`src/design/io_port_pkg.sv`:
```
/*
 Constants and register map of the two-bank general-purpose I/O port.
 Assumes a 100 MHz system clock and word-indexed register slots.
*/
// Function
// - Activation bit 0 enables bank three, bit 1 bank four; resets 03h.
// - Direction bit 0 makes the pin an output, 1 an input; resets FFh.
// - Bank three at indexes E0h-E3h, bank four at E4h-E7h, same layout.
// - Output data bits are writable to drive the pin and read back.
// - Input data bits read the pin state; writes to them are ignored.
// - Polarity bit 1 inverts data versus pin, both directions; 0 matches.
// - A rising or falling pin edge sets its flag; flag bit n is pin n.
// - Reading flags returns them and clears the read ones; writes ignored.
// - Data, polarity and flag registers of both banks reset to 00h.
package io_port_pkg;

    // Register indexes; byte address is four times the index
    localparam logic [7:0] IDX_ACT      = 8'h30;
    localparam logic [7:0] IDX_DIR [2]  = '{8'he0, 8'he4};
    localparam logic [7:0] IDX_VAL [2]  = '{8'he1, 8'he5};
    localparam logic [7:0] IDX_POL [2]  = '{8'he2, 8'he6};
    localparam logic [7:0] IDX_FLG [2]  = '{8'he3, 8'he7};
    localparam logic [7:0] IDX_STAT     = 8'h40;
    localparam logic [7:0] IDX_MASK     = 8'h41;

    // Field positions
    localparam int BIT_BANK_THREE = 0;
    localparam int BIT_BANK_FOUR  = 1;

    // Reset values
    localparam logic [1:0] ACT_RST  = 2'h3;
    localparam logic [7:0] DIR_RST  = 8'hff;
    localparam logic [7:0] VAL_RST  = 8'h00;
    localparam logic [7:0] POL_RST  = 8'h00;
    localparam logic [7:0] FLG_RST  = 8'h00;
    localparam logic [1:0] STAT_RST = 2'h0;
    localparam logic [1:0] MASK_RST = 2'h0;

endpackage

```
`src/design/io_bank_edge.sv`:
```
/*
 One I/O bank's pin synchroniser, edge detector and read-clear flags.
 Assumes pins are asynchronous to mclk_i.
*/
`timescale 1ns/100ps
module io_bank_edge (
    input  wire logic       mclk_i,   // System clock
    input  wire logic       rst_i,    // Async reset, active high
    input  wire logic [7:0] pins_i,   // Raw pin levels
    input  wire logic       active_i, // Bank active
    input  wire logic [7:0] clear_i,  // Flags to clear this cycle
    output logic      [7:0] level_o,  // Synchronised pin levels
    output logic      [7:0] flags_o,  // Edge flags
    output logic      [7:0] edges_o   // Edges recorded this cycle
);

    typedef struct packed {
        logic [7:0] meta;
        logic [7:0] sync;
        logic [7:0] prev;
        logic [7:0] flags;
        logic [2:0] fill;
    } io_bank_state_t;

    io_bank_state_t st_r;
    io_bank_state_t st_nxt;

    always_comb begin
        st_nxt      = st_r;
        st_nxt.meta = pins_i;
        st_nxt.sync = st_r.meta;
        st_nxt.prev = st_r.sync;
        // Stages primed first, so a pin idling high fakes no edge
        st_nxt.fill = {st_r.fill[1:0], 1'b1};
        edges_o      = (active_i && st_r.fill[2])
                     ? (st_r.sync ^ st_r.prev) : 8'h00;
        st_nxt.flags = (st_r.flags & ~clear_i) | edges_o;
    end

    always_ff @(posedge mclk_i or posedge rst_i) begin
        if (rst_i) begin
            st_r <= '{8'h00, 8'h00, 8'h00, io_port_pkg::FLG_RST, 3'h0};
        end else begin
            st_r <= st_nxt;
        end
    end

    assign level_o = st_r.sync;
    assign flags_o = st_r.flags;
endmodule // io_bank_edge

```
`src/design/dual_bank_io_port.sv`:
```
/*
 Two eight-bit I/O banks with direction, data, polarity and read-clear
 edge flags, an activation register and an edge interrupt, reached over
 an Avalon-MM slave with waitrequest. Assumes byte addressing on the bus
 and pins asynchronous to mclk_i.
*/
// Register access over Avalon-MM was left to the implementer.
`timescale 1ns/100ps
module dual_bank_io_port (
    input  wire logic        mclk_i,              // System clock
    input  wire logic        rst_i,               // Async reset, high
    input  wire logic [9:0]  address_i,           // Byte address
    input  wire logic        read_i,              // Read request
    input  wire logic        write_i,             // Write request
    input  wire logic [31:0] writedata_i,         // Write data
    input  wire logic [3:0]  byteenable_i,        // Byte enables
    output logic      [31:0] readdata_o,          // Read data
    output logic             waitrequest_o,       // Stall request
    input  wire logic [7:0]  bank_three_pins_i,   // Bank three pin in
    output logic      [7:0]  bank_three_pins_o,   // Bank three pin out
    output logic      [7:0]  bank_three_oe_n_o,   // Low drives pin
    input  wire logic [7:0]  bank_four_pins_i,    // Bank four pin in
    output logic      [7:0]  bank_four_pins_o,    // Bank four pin out
    output logic      [7:0]  bank_four_oe_n_o,    // Low drives pin
    output logic             irq_o                // Edge interrupt
);

    typedef struct packed {
        logic [1:0]      act;
        logic [1:0][7:0] dir;
        logic [1:0][7:0] val;
        logic [1:0][7:0] pol;
        logic [1:0][7:0] pout;
        logic [1:0][7:0] oe_n;
        logic [1:0]      stat;
        logic [1:0]      mask;
        logic            rd_done;
        logic [7:0]      rdata;
        logic            irq;
    } port_state_t;

    port_state_t st_r;
    port_state_t st_nxt;

    logic [1:0][7:0] lvl;
    logic [1:0][7:0] flg;
    logic [1:0][7:0] edg;
    logic [1:0][7:0] clr;
    logic [7:0]      idx;
    logic [7:0]      rv;
    logic [7:0]      wd;
    logic            aligned;
    logic            mapped;
    logic            wr;
    logic            rd_ack;

    io_bank_edge u_bank_three (
        .mclk_i   (mclk_i),
        .rst_i    (rst_i),
        .pins_i   (bank_three_pins_i),
        .active_i (st_r.act[io_port_pkg::BIT_BANK_THREE]),
        .clear_i  (clr[0]),
        .level_o  (lvl[0]),
        .flags_o  (flg[0]),
        .edges_o  (edg[0])
    );

    io_bank_edge u_bank_four (
        .mclk_i   (mclk_i),
        .rst_i    (rst_i),
        .pins_i   (bank_four_pins_i),
        .active_i (st_r.act[io_port_pkg::BIT_BANK_FOUR]),
        .clear_i  (clr[1]),
        .level_o  (lvl[1]),
        .flags_o  (flg[1]),
        .edges_o  (edg[1])
    );

    always_comb begin
        st_nxt  = st_r;
        idx     = address_i[9:2];
        aligned = (address_i[1:0] == 2'h0);
        wd      = writedata_i[7:0];
        wr      = write_i & aligned & byteenable_i[0];
        rd_ack  = read_i & st_r.rd_done;
        rv      = 8'h00;
        mapped  = 1'b0;
        clr     = '0;

        // Read decode; unmapped slots read zero
        if (aligned && idx == io_port_pkg::IDX_ACT) begin
            mapped = 1'b1;
            rv     = {6'h00, st_r.act};
        end
        if (aligned && idx == io_port_pkg::IDX_STAT) begin
            mapped = 1'b1;
            rv     = {6'h00, st_r.stat};
        end
        if (aligned && idx == io_port_pkg::IDX_MASK) begin
            mapped = 1'b1;
            rv     = {6'h00, st_r.mask};
        end
        for (int b = 0; b < 2; b++) begin
            if (aligned && idx == io_port_pkg::IDX_DIR[b]) begin
                mapped = 1'b1;
                rv     = st_r.dir[b];
            end
            if (aligned && idx == io_port_pkg::IDX_VAL[b]) begin
                mapped = 1'b1;
                // outputs read back, inputs read pin
                rv = (st_r.val[b] & ~st_r.dir[b])
                   | ((lvl[b] ^ st_r.pol[b]) & st_r.dir[b]);
            end
            if (aligned && idx == io_port_pkg::IDX_POL[b]) begin
                mapped = 1'b1;
                rv     = st_r.pol[b];
            end
            if (aligned && idx == io_port_pkg::IDX_FLG[b]) begin
                mapped = 1'b1;
                rv     = flg[b];
                // clear only bits that were read
                if (rd_ack) begin
                    clr[b] = st_r.rdata;
                end
            end
        end

        // First read cycle latches data, second acknowledges
        if (read_i && !st_r.rd_done) begin
            st_nxt.rdata = rv;
        end
        st_nxt.rd_done = read_i & ~st_r.rd_done;

        // Register writes; flag slots ignore writes
        if (wr && idx == io_port_pkg::IDX_ACT) begin
            st_nxt.act = wd[1:0];
        end
        if (wr && idx == io_port_pkg::IDX_MASK) begin
            st_nxt.mask = wd[1:0];
        end
        for (int b = 0; b < 2; b++) begin
            if (wr && idx == io_port_pkg::IDX_DIR[b]) begin
                st_nxt.dir[b] = wd;
            end
            if (wr && idx == io_port_pkg::IDX_VAL[b]) begin
                // only output bits take the write
                st_nxt.val[b] = (st_r.val[b] & st_r.dir[b])
                              | (wd & ~st_r.dir[b]);
            end
            if (wr && idx == io_port_pkg::IDX_POL[b]) begin
                st_nxt.pol[b] = wd;
            end
        end

        // Edge status: write one clears, new edge wins
        st_nxt.stat = st_r.stat;
        if (wr && idx == io_port_pkg::IDX_STAT) begin
            st_nxt.stat = st_r.stat & ~wd[1:0];
        end
        st_nxt.stat = st_nxt.stat | {(|edg[1]), (|edg[0])};
        st_nxt.irq  = |(st_nxt.stat & st_nxt.mask);

        for (int b = 0; b < 2; b++) begin
            st_nxt.pout[b] = st_nxt.val[b] ^ st_nxt.pol[b];
            // drive only output bits of an active bank
            st_nxt.oe_n[b] = st_nxt.act[b] ? st_nxt.dir[b] : 8'hff;
        end
    end

    always_ff @(posedge mclk_i or posedge rst_i) begin
        if (rst_i) begin
            st_r.act     <= io_port_pkg::ACT_RST;
            st_r.dir     <= {2{io_port_pkg::DIR_RST}};
            st_r.val     <= {2{io_port_pkg::VAL_RST}};
            st_r.pol     <= {2{io_port_pkg::POL_RST}};
            st_r.pout    <= {2{io_port_pkg::VAL_RST ^ io_port_pkg::POL_RST}};
            st_r.oe_n    <= {2{io_port_pkg::DIR_RST}};
            st_r.stat    <= io_port_pkg::STAT_RST;
            st_r.mask    <= io_port_pkg::MASK_RST;
            st_r.rd_done <= 1'b0;
            st_r.rdata   <= 8'h00;
            st_r.irq     <= 1'b0;
        end else begin
            st_r <= st_nxt;
        end
    end

    assign readdata_o        = {24'h000000, st_r.rdata};
    assign waitrequest_o     = read_i & ~st_r.rd_done;
    assign bank_three_pins_o = st_r.pout[0];
    assign bank_three_oe_n_o = st_r.oe_n[0];
    assign bank_four_pins_o  = st_r.pout[1];
    assign bank_four_oe_n_o  = st_r.oe_n[1];
    assign irq_o             = st_r.irq;
endmodule // dual_bank_io_port

```
`config.mk`:
```
export PLATFORM = sky130hd
export DESIGN_NAME = dual_bank_io_port
export DESIGN_NICKNAME = d
export VERILOG_FILES = /design/src/design/io_port_pkg.sv /design/src/design/io_bank_edge.sv /design/src/design/dual_bank_io_port.sv
export SDC_FILE = /design/constraint.sdc
export NUM_CORES = 1
export LEC_CHECK = 0
export ABC_AREA = 1
export BUFFER_PORTS_ARGS = -buffer_cell sky130_fd_sc_hd__buf_2
export CAP_MARGIN = 10
export CORE_MARGIN = 3
export CORE_UTILIZATION = 58
export CTS_BUF_LIST = sky130_fd_sc_hd__clkbuf_8
export CTS_CLUSTER_SIZE = 28
export DETAILED_ROUTE_END_ITERATION = 8
export HOLD_SLACK_MARGIN = 0.06
export PLACE_DENSITY = 0.82
export SYNTH_ARGS = -nofsm -noshare
export SYNTH_HDL_FRONTEND = slang
export SYNTH_SLANG_ARGS = --single-unit
```
`constraint.sdc`:
```
create_clock -name mclk_i -period 5.7 [get_ports mclk_i]
set_clock_uncertainty 0.05 [all_clocks]
set_input_delay 0.285 -clock mclk_i [delete_from_list [all_inputs] [get_ports mclk_i]]
set_output_delay 0.285 -clock mclk_i [all_outputs]
set_load 0.02 [all_outputs]
```
==> impl_metrics.tcl <==
set metrics [dict create \
    synth_top_family_by_area "simple AND/OR/NAND/NOR gates" \
    postSynthAreaPerCell_um2 9.675 \
    cp-end-kind "register" \
    power.density_cell_area_nw_per_um2 266.4 \
    register_area_um2 4121 \
    critical_path_arrival_ns 2.36 \
    layout-area-overhead-vs-synth_pct 10.55 \
    post_dp_cell_area_um2 7617 \
    worst_skew_pair_later_pin_latency_ns 0.46 \
    crit-reg2reg-capture "readdata_o[4]$_DFFE_PP0P_" \
    worstSetupStartpointType "primary input" \
    crit_chain "buf_2 -> nor2_4 -> and3_1 -> nand4_4 -> o21ai_0 -> o31ai_4 -> xnor2_1" \
    grt_max_degree 91 \
    clk_pin_slew_ns 0.08 \
    final_area_um2 8247 \
    postRouteAntennaNets 0 \
    synth_top_cells_by_area "sky130_fd_sc_hd__dfrtp_1 (43%), sky130_fd_sc_hd__dfstp_2 (12%), sky130_fd_sc_hd__nand2_1 (8.8%)" \
    maxSlewViolCount 0 \
    outcome "finished clean" \
    die_width_um 119.4 \
    peak_per_stage_delay_on_the_critical_path_ns 0.48 \
    syn-instance-count 771 \
    worst_r2r_path_cells 9 \
    min_from "writedata_i[0]" \
    total_of_max_cap_violations 0 \
    core_um2 12310 \
    nNetsFinal 907 \
    grt_pass1_vias 5221 \
    post_drt_wl_per_cell_um 16.44 \
    route.top_layer_used "met5" \
    dominantRegCellSynth "sky130_fd_sc_hd__dfrtp_1" \
    synth_fa_ha_area_share_pct 0 \
    r2r_setup_slack_ns 3.88 \
    wl_met1_um 7189 \
    grt_setup_unrepaired "false" \
    fp.dieArea_um2 14260 \
    vias_per_cell 5.367 \
    dr.first_iter.drc_count 563 \
    drcViolationCount 0 \
    post_synth_and_or_nand_nor_area_fraction_pct 17.68 \
    finalCriticalPeriod_ns 2.044 \
    area_share_of_the_largest_cell_type_after_synthesis_pct 43.27 \
    first_pass_iters 6 \
    antenna_cells_inserted 0 \
    port_buffers 80 \
    xor_xnor_share_of_the_synthesized_area_pct 1.879 \
    total_met3_wirelength_after_detailed_routing_um 1170 \
    place.detailed.hpwl_um 12110 \
    sequential_element_share_of_the_synthesized_area_pct 55.25 \
    worst_slew_margin_rel_pct 40.34 \
    post_cts_buffers 0 \
    path_class "primary input to register" \
    crit_path_max_fanout 16 \
    grt_first_pass_wirelength_um 26690 \
    initial_utilization_pct 60.59 \
    yosysUniqueCellTypes 38 \
    synth_compound_gate_area_share_pct 14.37 \
    num_rows 40 \
    final_layout_size_suffix_gt1_share_pct 22.72 \
    cts_buffers 17 \
    holdCritPathClass "primary input to register" \
    max_freq_mhz 489.1 \
    yosys_warnings 0 \
    multi_input_area_um2 2625 \
    placedCellCount 968 \
    finalCritPeriodShare_pct 35.87 \
    antenna_violations_before_repair 1 \
    ir_worst_vdd_mv 0.1922 \
    fin_setup_tns_ns 0 \
    finalSetupViolCount 0 \
    synth_enable_flop_cells 0 \
    ctsLongestPathBuffers 2 \
    synth_top_cell_by_area "sky130_fd_sc_hd__dfrtp_1" \
    setup.worst_path.end "bank_four_pins_o[0]$_DFF_PP0_" \
    ys_async_sr_fraction_pct 100.0 \
    num_clock_sinks 163 \
    die_height_um 119.4 \
    met2_length_um 7846 \
    cts.htree.levels 4 \
    p_total_w 0.002197 \
    hold_slack_ns 0.1124 \
    grt-ovfl-total 0 \
    cts_tree "done" \
    num_io_pins 132 \
    cellInternalPower_w 0.001695 \
    layoutNonFillerInstCount 1022 \
    timing_hold_violations_final 0 \
    fillCellCount 983 \
    wirelength_um 16800 \
    place.gp.congestion 0.8997 \
    clock_tree.root_cell "sky130_fd_sc_hd__clkbuf_8" \
    clkPwrFrac_pct 39.5 \
    switchingPower_w 0.0005027 \
    pwr-share-seq_pct 54.7 \
    synthMuxAreaShare_pct 0 \
    synth-seq-cells 163 \
    slowest_stage "sky130_fd_sc_hd__and3_1" \
    routed-via-count 5485 \
    gr-usage-all-layers_pct 24.59 \
    slew_of_the_pin_with_the_lowest_slew_margin_ns 0.8950 \
    synthesis.area_um2 7460 \
    worst-endpoint-required_ns 6.02 \
    p_leak_nw 3.565 \
    pwr-share-comb_pct 5.8 \
    crit_path_start "address_i[1]" \
    switching_share_pct 22.88 \
    rr_startpoint "u_bank_three.level_o[4]$_DFF_PP0_" \
]
-- timing repair --
item	4_1_cts	5_1_grt
hold buffers	22	0
hold endpoints to repair	108	0
resized for setup	0	0
setup endpoints to repair	0	0
-- area by class of cell --
| class | instances | area share, % |
|---|---|---|
| Multi-Input combinational cell | 490 | 31.83 |
| Sequential cell | 163 | 49.98 |
| Inverter | 66 | 3.065 |
| Clock inverter | 14 | 1.957 |
| Timing Repair Buffer | 103 | 7.616 |
| Tap cell | 168 | 2.549 |
| Clock buffer | 18 | 3.004 |
-- synthesized netlist by cell type (2+ instances only) --
| master | number |
|---|---|
| sky130_fd_sc_hd__nand2_1 | 175 |
| sky130_fd_sc_hd__dfrtp_1 | 129 |
| sky130_fd_sc_hd__o21ai_0 | 70 |
| sky130_fd_sc_hd__buf_4 | 65 |
| sky130_fd_sc_hd__inv_1 | 63 |
| sky130_fd_sc_hd__nor2_1 | 41 |
| sky130_fd_sc_hd__dfstp_2 | 34 |
| sky130_fd_sc_hd__a21oi_1 | 30 |
| sky130_fd_sc_hd__nand3_1 | 19 |
| sky130_fd_sc_hd__nand4_1 | 18 |
| sky130_fd_sc_hd__o211ai_1 | 16 |
| sky130_fd_sc_hd__xnor2_1 | 16 |
| sky130_fd_sc_hd__o31ai_2 | 12 |
| sky130_fd_sc_hd__o21ai_1 | 10 |
| sky130_fd_sc_hd__o21ai_2 | 10 |
| sky130_fd_sc_hd__o22ai_1 | 10 |
| sky130_fd_sc_hd__or2_2 | 6 |
| sky130_fd_sc_hd__clkbuf_1 | 4 |
| sky130_fd_sc_hd__nor2_2 | 4 |
| sky130_fd_sc_hd__nor3_2 | 4 |
| sky130_fd_sc_hd__o31ai_4 | 4 |
| sky130_fd_sc_hd__buf_2 | 3 |
| sky130_fd_sc_hd__buf_6 | 3 |
| sky130_fd_sc_hd__nor2_4 | 3 |
| sky130_fd_sc_hd__clkinv_1 | 2 |
| sky130_fd_sc_hd__conb_1 | 2 |
| sky130_fd_sc_hd__nand2_2 | 2 |
| sky130_fd_sc_hd__nand2_4 | 2 |
| sky130_fd_sc_hd__nand4_4 | 2 |
| sky130_fd_sc_hd__nor2_8 | 2 |
| sky130_fd_sc_hd__nor3_1 | 2 |
| sky130_fd_sc_hd__nor4_1 | 2 |
-- kinds of logic after synthesis --
logic type,count (synthesis)
simple gates,285
flops,163
buf+inv,141
compound gates,164
other cells,2
xor+xnor,16
-- critical path: cells and delay by family --
kind | cells | cell delay (ns)
AOI/OAI and AO/OA | 2 | 0.58
xor gates and xnor gates | 1 | 0.23
buffers and inverters | 1 | 0.11
and+or+nand+nor | 3 | 1.15
-- registers in the layout, summed over array words and instances, names as in the netlist --
register,cells
readdata_o,8
u_bank_three.level_o,8
bank_three_pins_o,8
u_bank_four.st_nxt,8
bank_four_pins_o,8
u_bank_four.level_o,8
u_bank_three.flags_o,8
st_r,55
u_bank_three.st_nxt,10
bank_four_oe_n_o,8
bank_three_oe_n_o,8
irq_o,1
u_bank_three.st_r,8
u_bank_four.flags_o,8
u_bank_four.st_r,9
-- worst min-delay path by stage --
stage | slack (ns) | depth (start not counted) | to
2_1_floorplan | 0.27 | 0 | u_bank_four.st_nxt[19]$_DFF_PP0_
3_3_place_gp | 0.28 | 0 | u_bank_three.st_nxt[2]$_DFF_PP0_
3_5_place_dp | 0.28 | 0 | u_bank_three.level_o[1]$_DFF_PP0_
4_1_cts | 0.08 | 3 | st_r[70]$_DFF_PP0_
5_1_grt | 0.1 | 3 | st_r[70]$_DFF_PP0_
6_report | 0.11 | 3 | st_r[70]$_DFF_PP0_
-- power groups by stage --
stage	Clock (W)	Sequential, W	Combinational (W)
2_1_floorplan	0	0.00122	0.0000907
3_3_place_gp	0	0.00122	0.000114
3_5_place_dp	0	0.00122	0.000116
4_1_cts	0.000884	0.00120	0.000128
5_1_grt	0.000929	0.00120	0.000141
6_report	0.000868	0.00120	0.000128
-- metrics by stage --
| step | setup WS (ns) | utilization [%] |
|---|---|---|
| floorplan | 1.016 | - |
| global placement | 3.214 | 61.87 |
| detailed placement | 3.214 | 61.87 |
| CTS | 3.678 | 66.98 |
| global route | 3.468 | 66.98 |
| finish | 3.656 | 66.98 |
-- layer usage --
| metal | up-vias | global-route usage, % |
|---|---|---|
| met5 | - | 0 |
| met4 | 2 | 12.24 |
| met3 | 46 | 6.173 |
| met2 | 223 | 37.09 |
| met1 | 2614 | 33.28 |
| li1 | 2600 | - |
-- placed cells by master, fill, tap and decap left out, types with 12 or more instances in the layout --
cell type | Yosys | final
sky130_fd_sc_hd__buf_2 | 3 | 80
sky130_fd_sc_hd__nand2_1 | 175 | 175
sky130_fd_sc_hd__o31ai_2 | 12 | 12
sky130_fd_sc_hd__nand3_1 | 19 | 19
sky130_fd_sc_hd__dfrtp_1 | 129 | 129
sky130_fd_sc_hd__a21oi_1 | 30 | 30
sky130_fd_sc_hd__dfstp_2 | 34 | 34
sky130_fd_sc_hd__nand4_1 | 18 | 18
sky130_fd_sc_hd__nor2_1 | 41 | 41
sky130_fd_sc_hd__xnor2_1 | 16 | 16
sky130_fd_sc_hd__clkbuf_8 | 0 | 18
sky130_fd_sc_hd__o21ai_0 | 70 | 70
sky130_fd_sc_hd__dlygate4sd3_1 | 0 | 22
sky130_fd_sc_hd__conb_1 | 2 | 25
sky130_fd_sc_hd__o211ai_1 | 16 | 16
sky130_fd_sc_hd__inv_1 | 63 | 69
(Power assumes the default switching activity.)
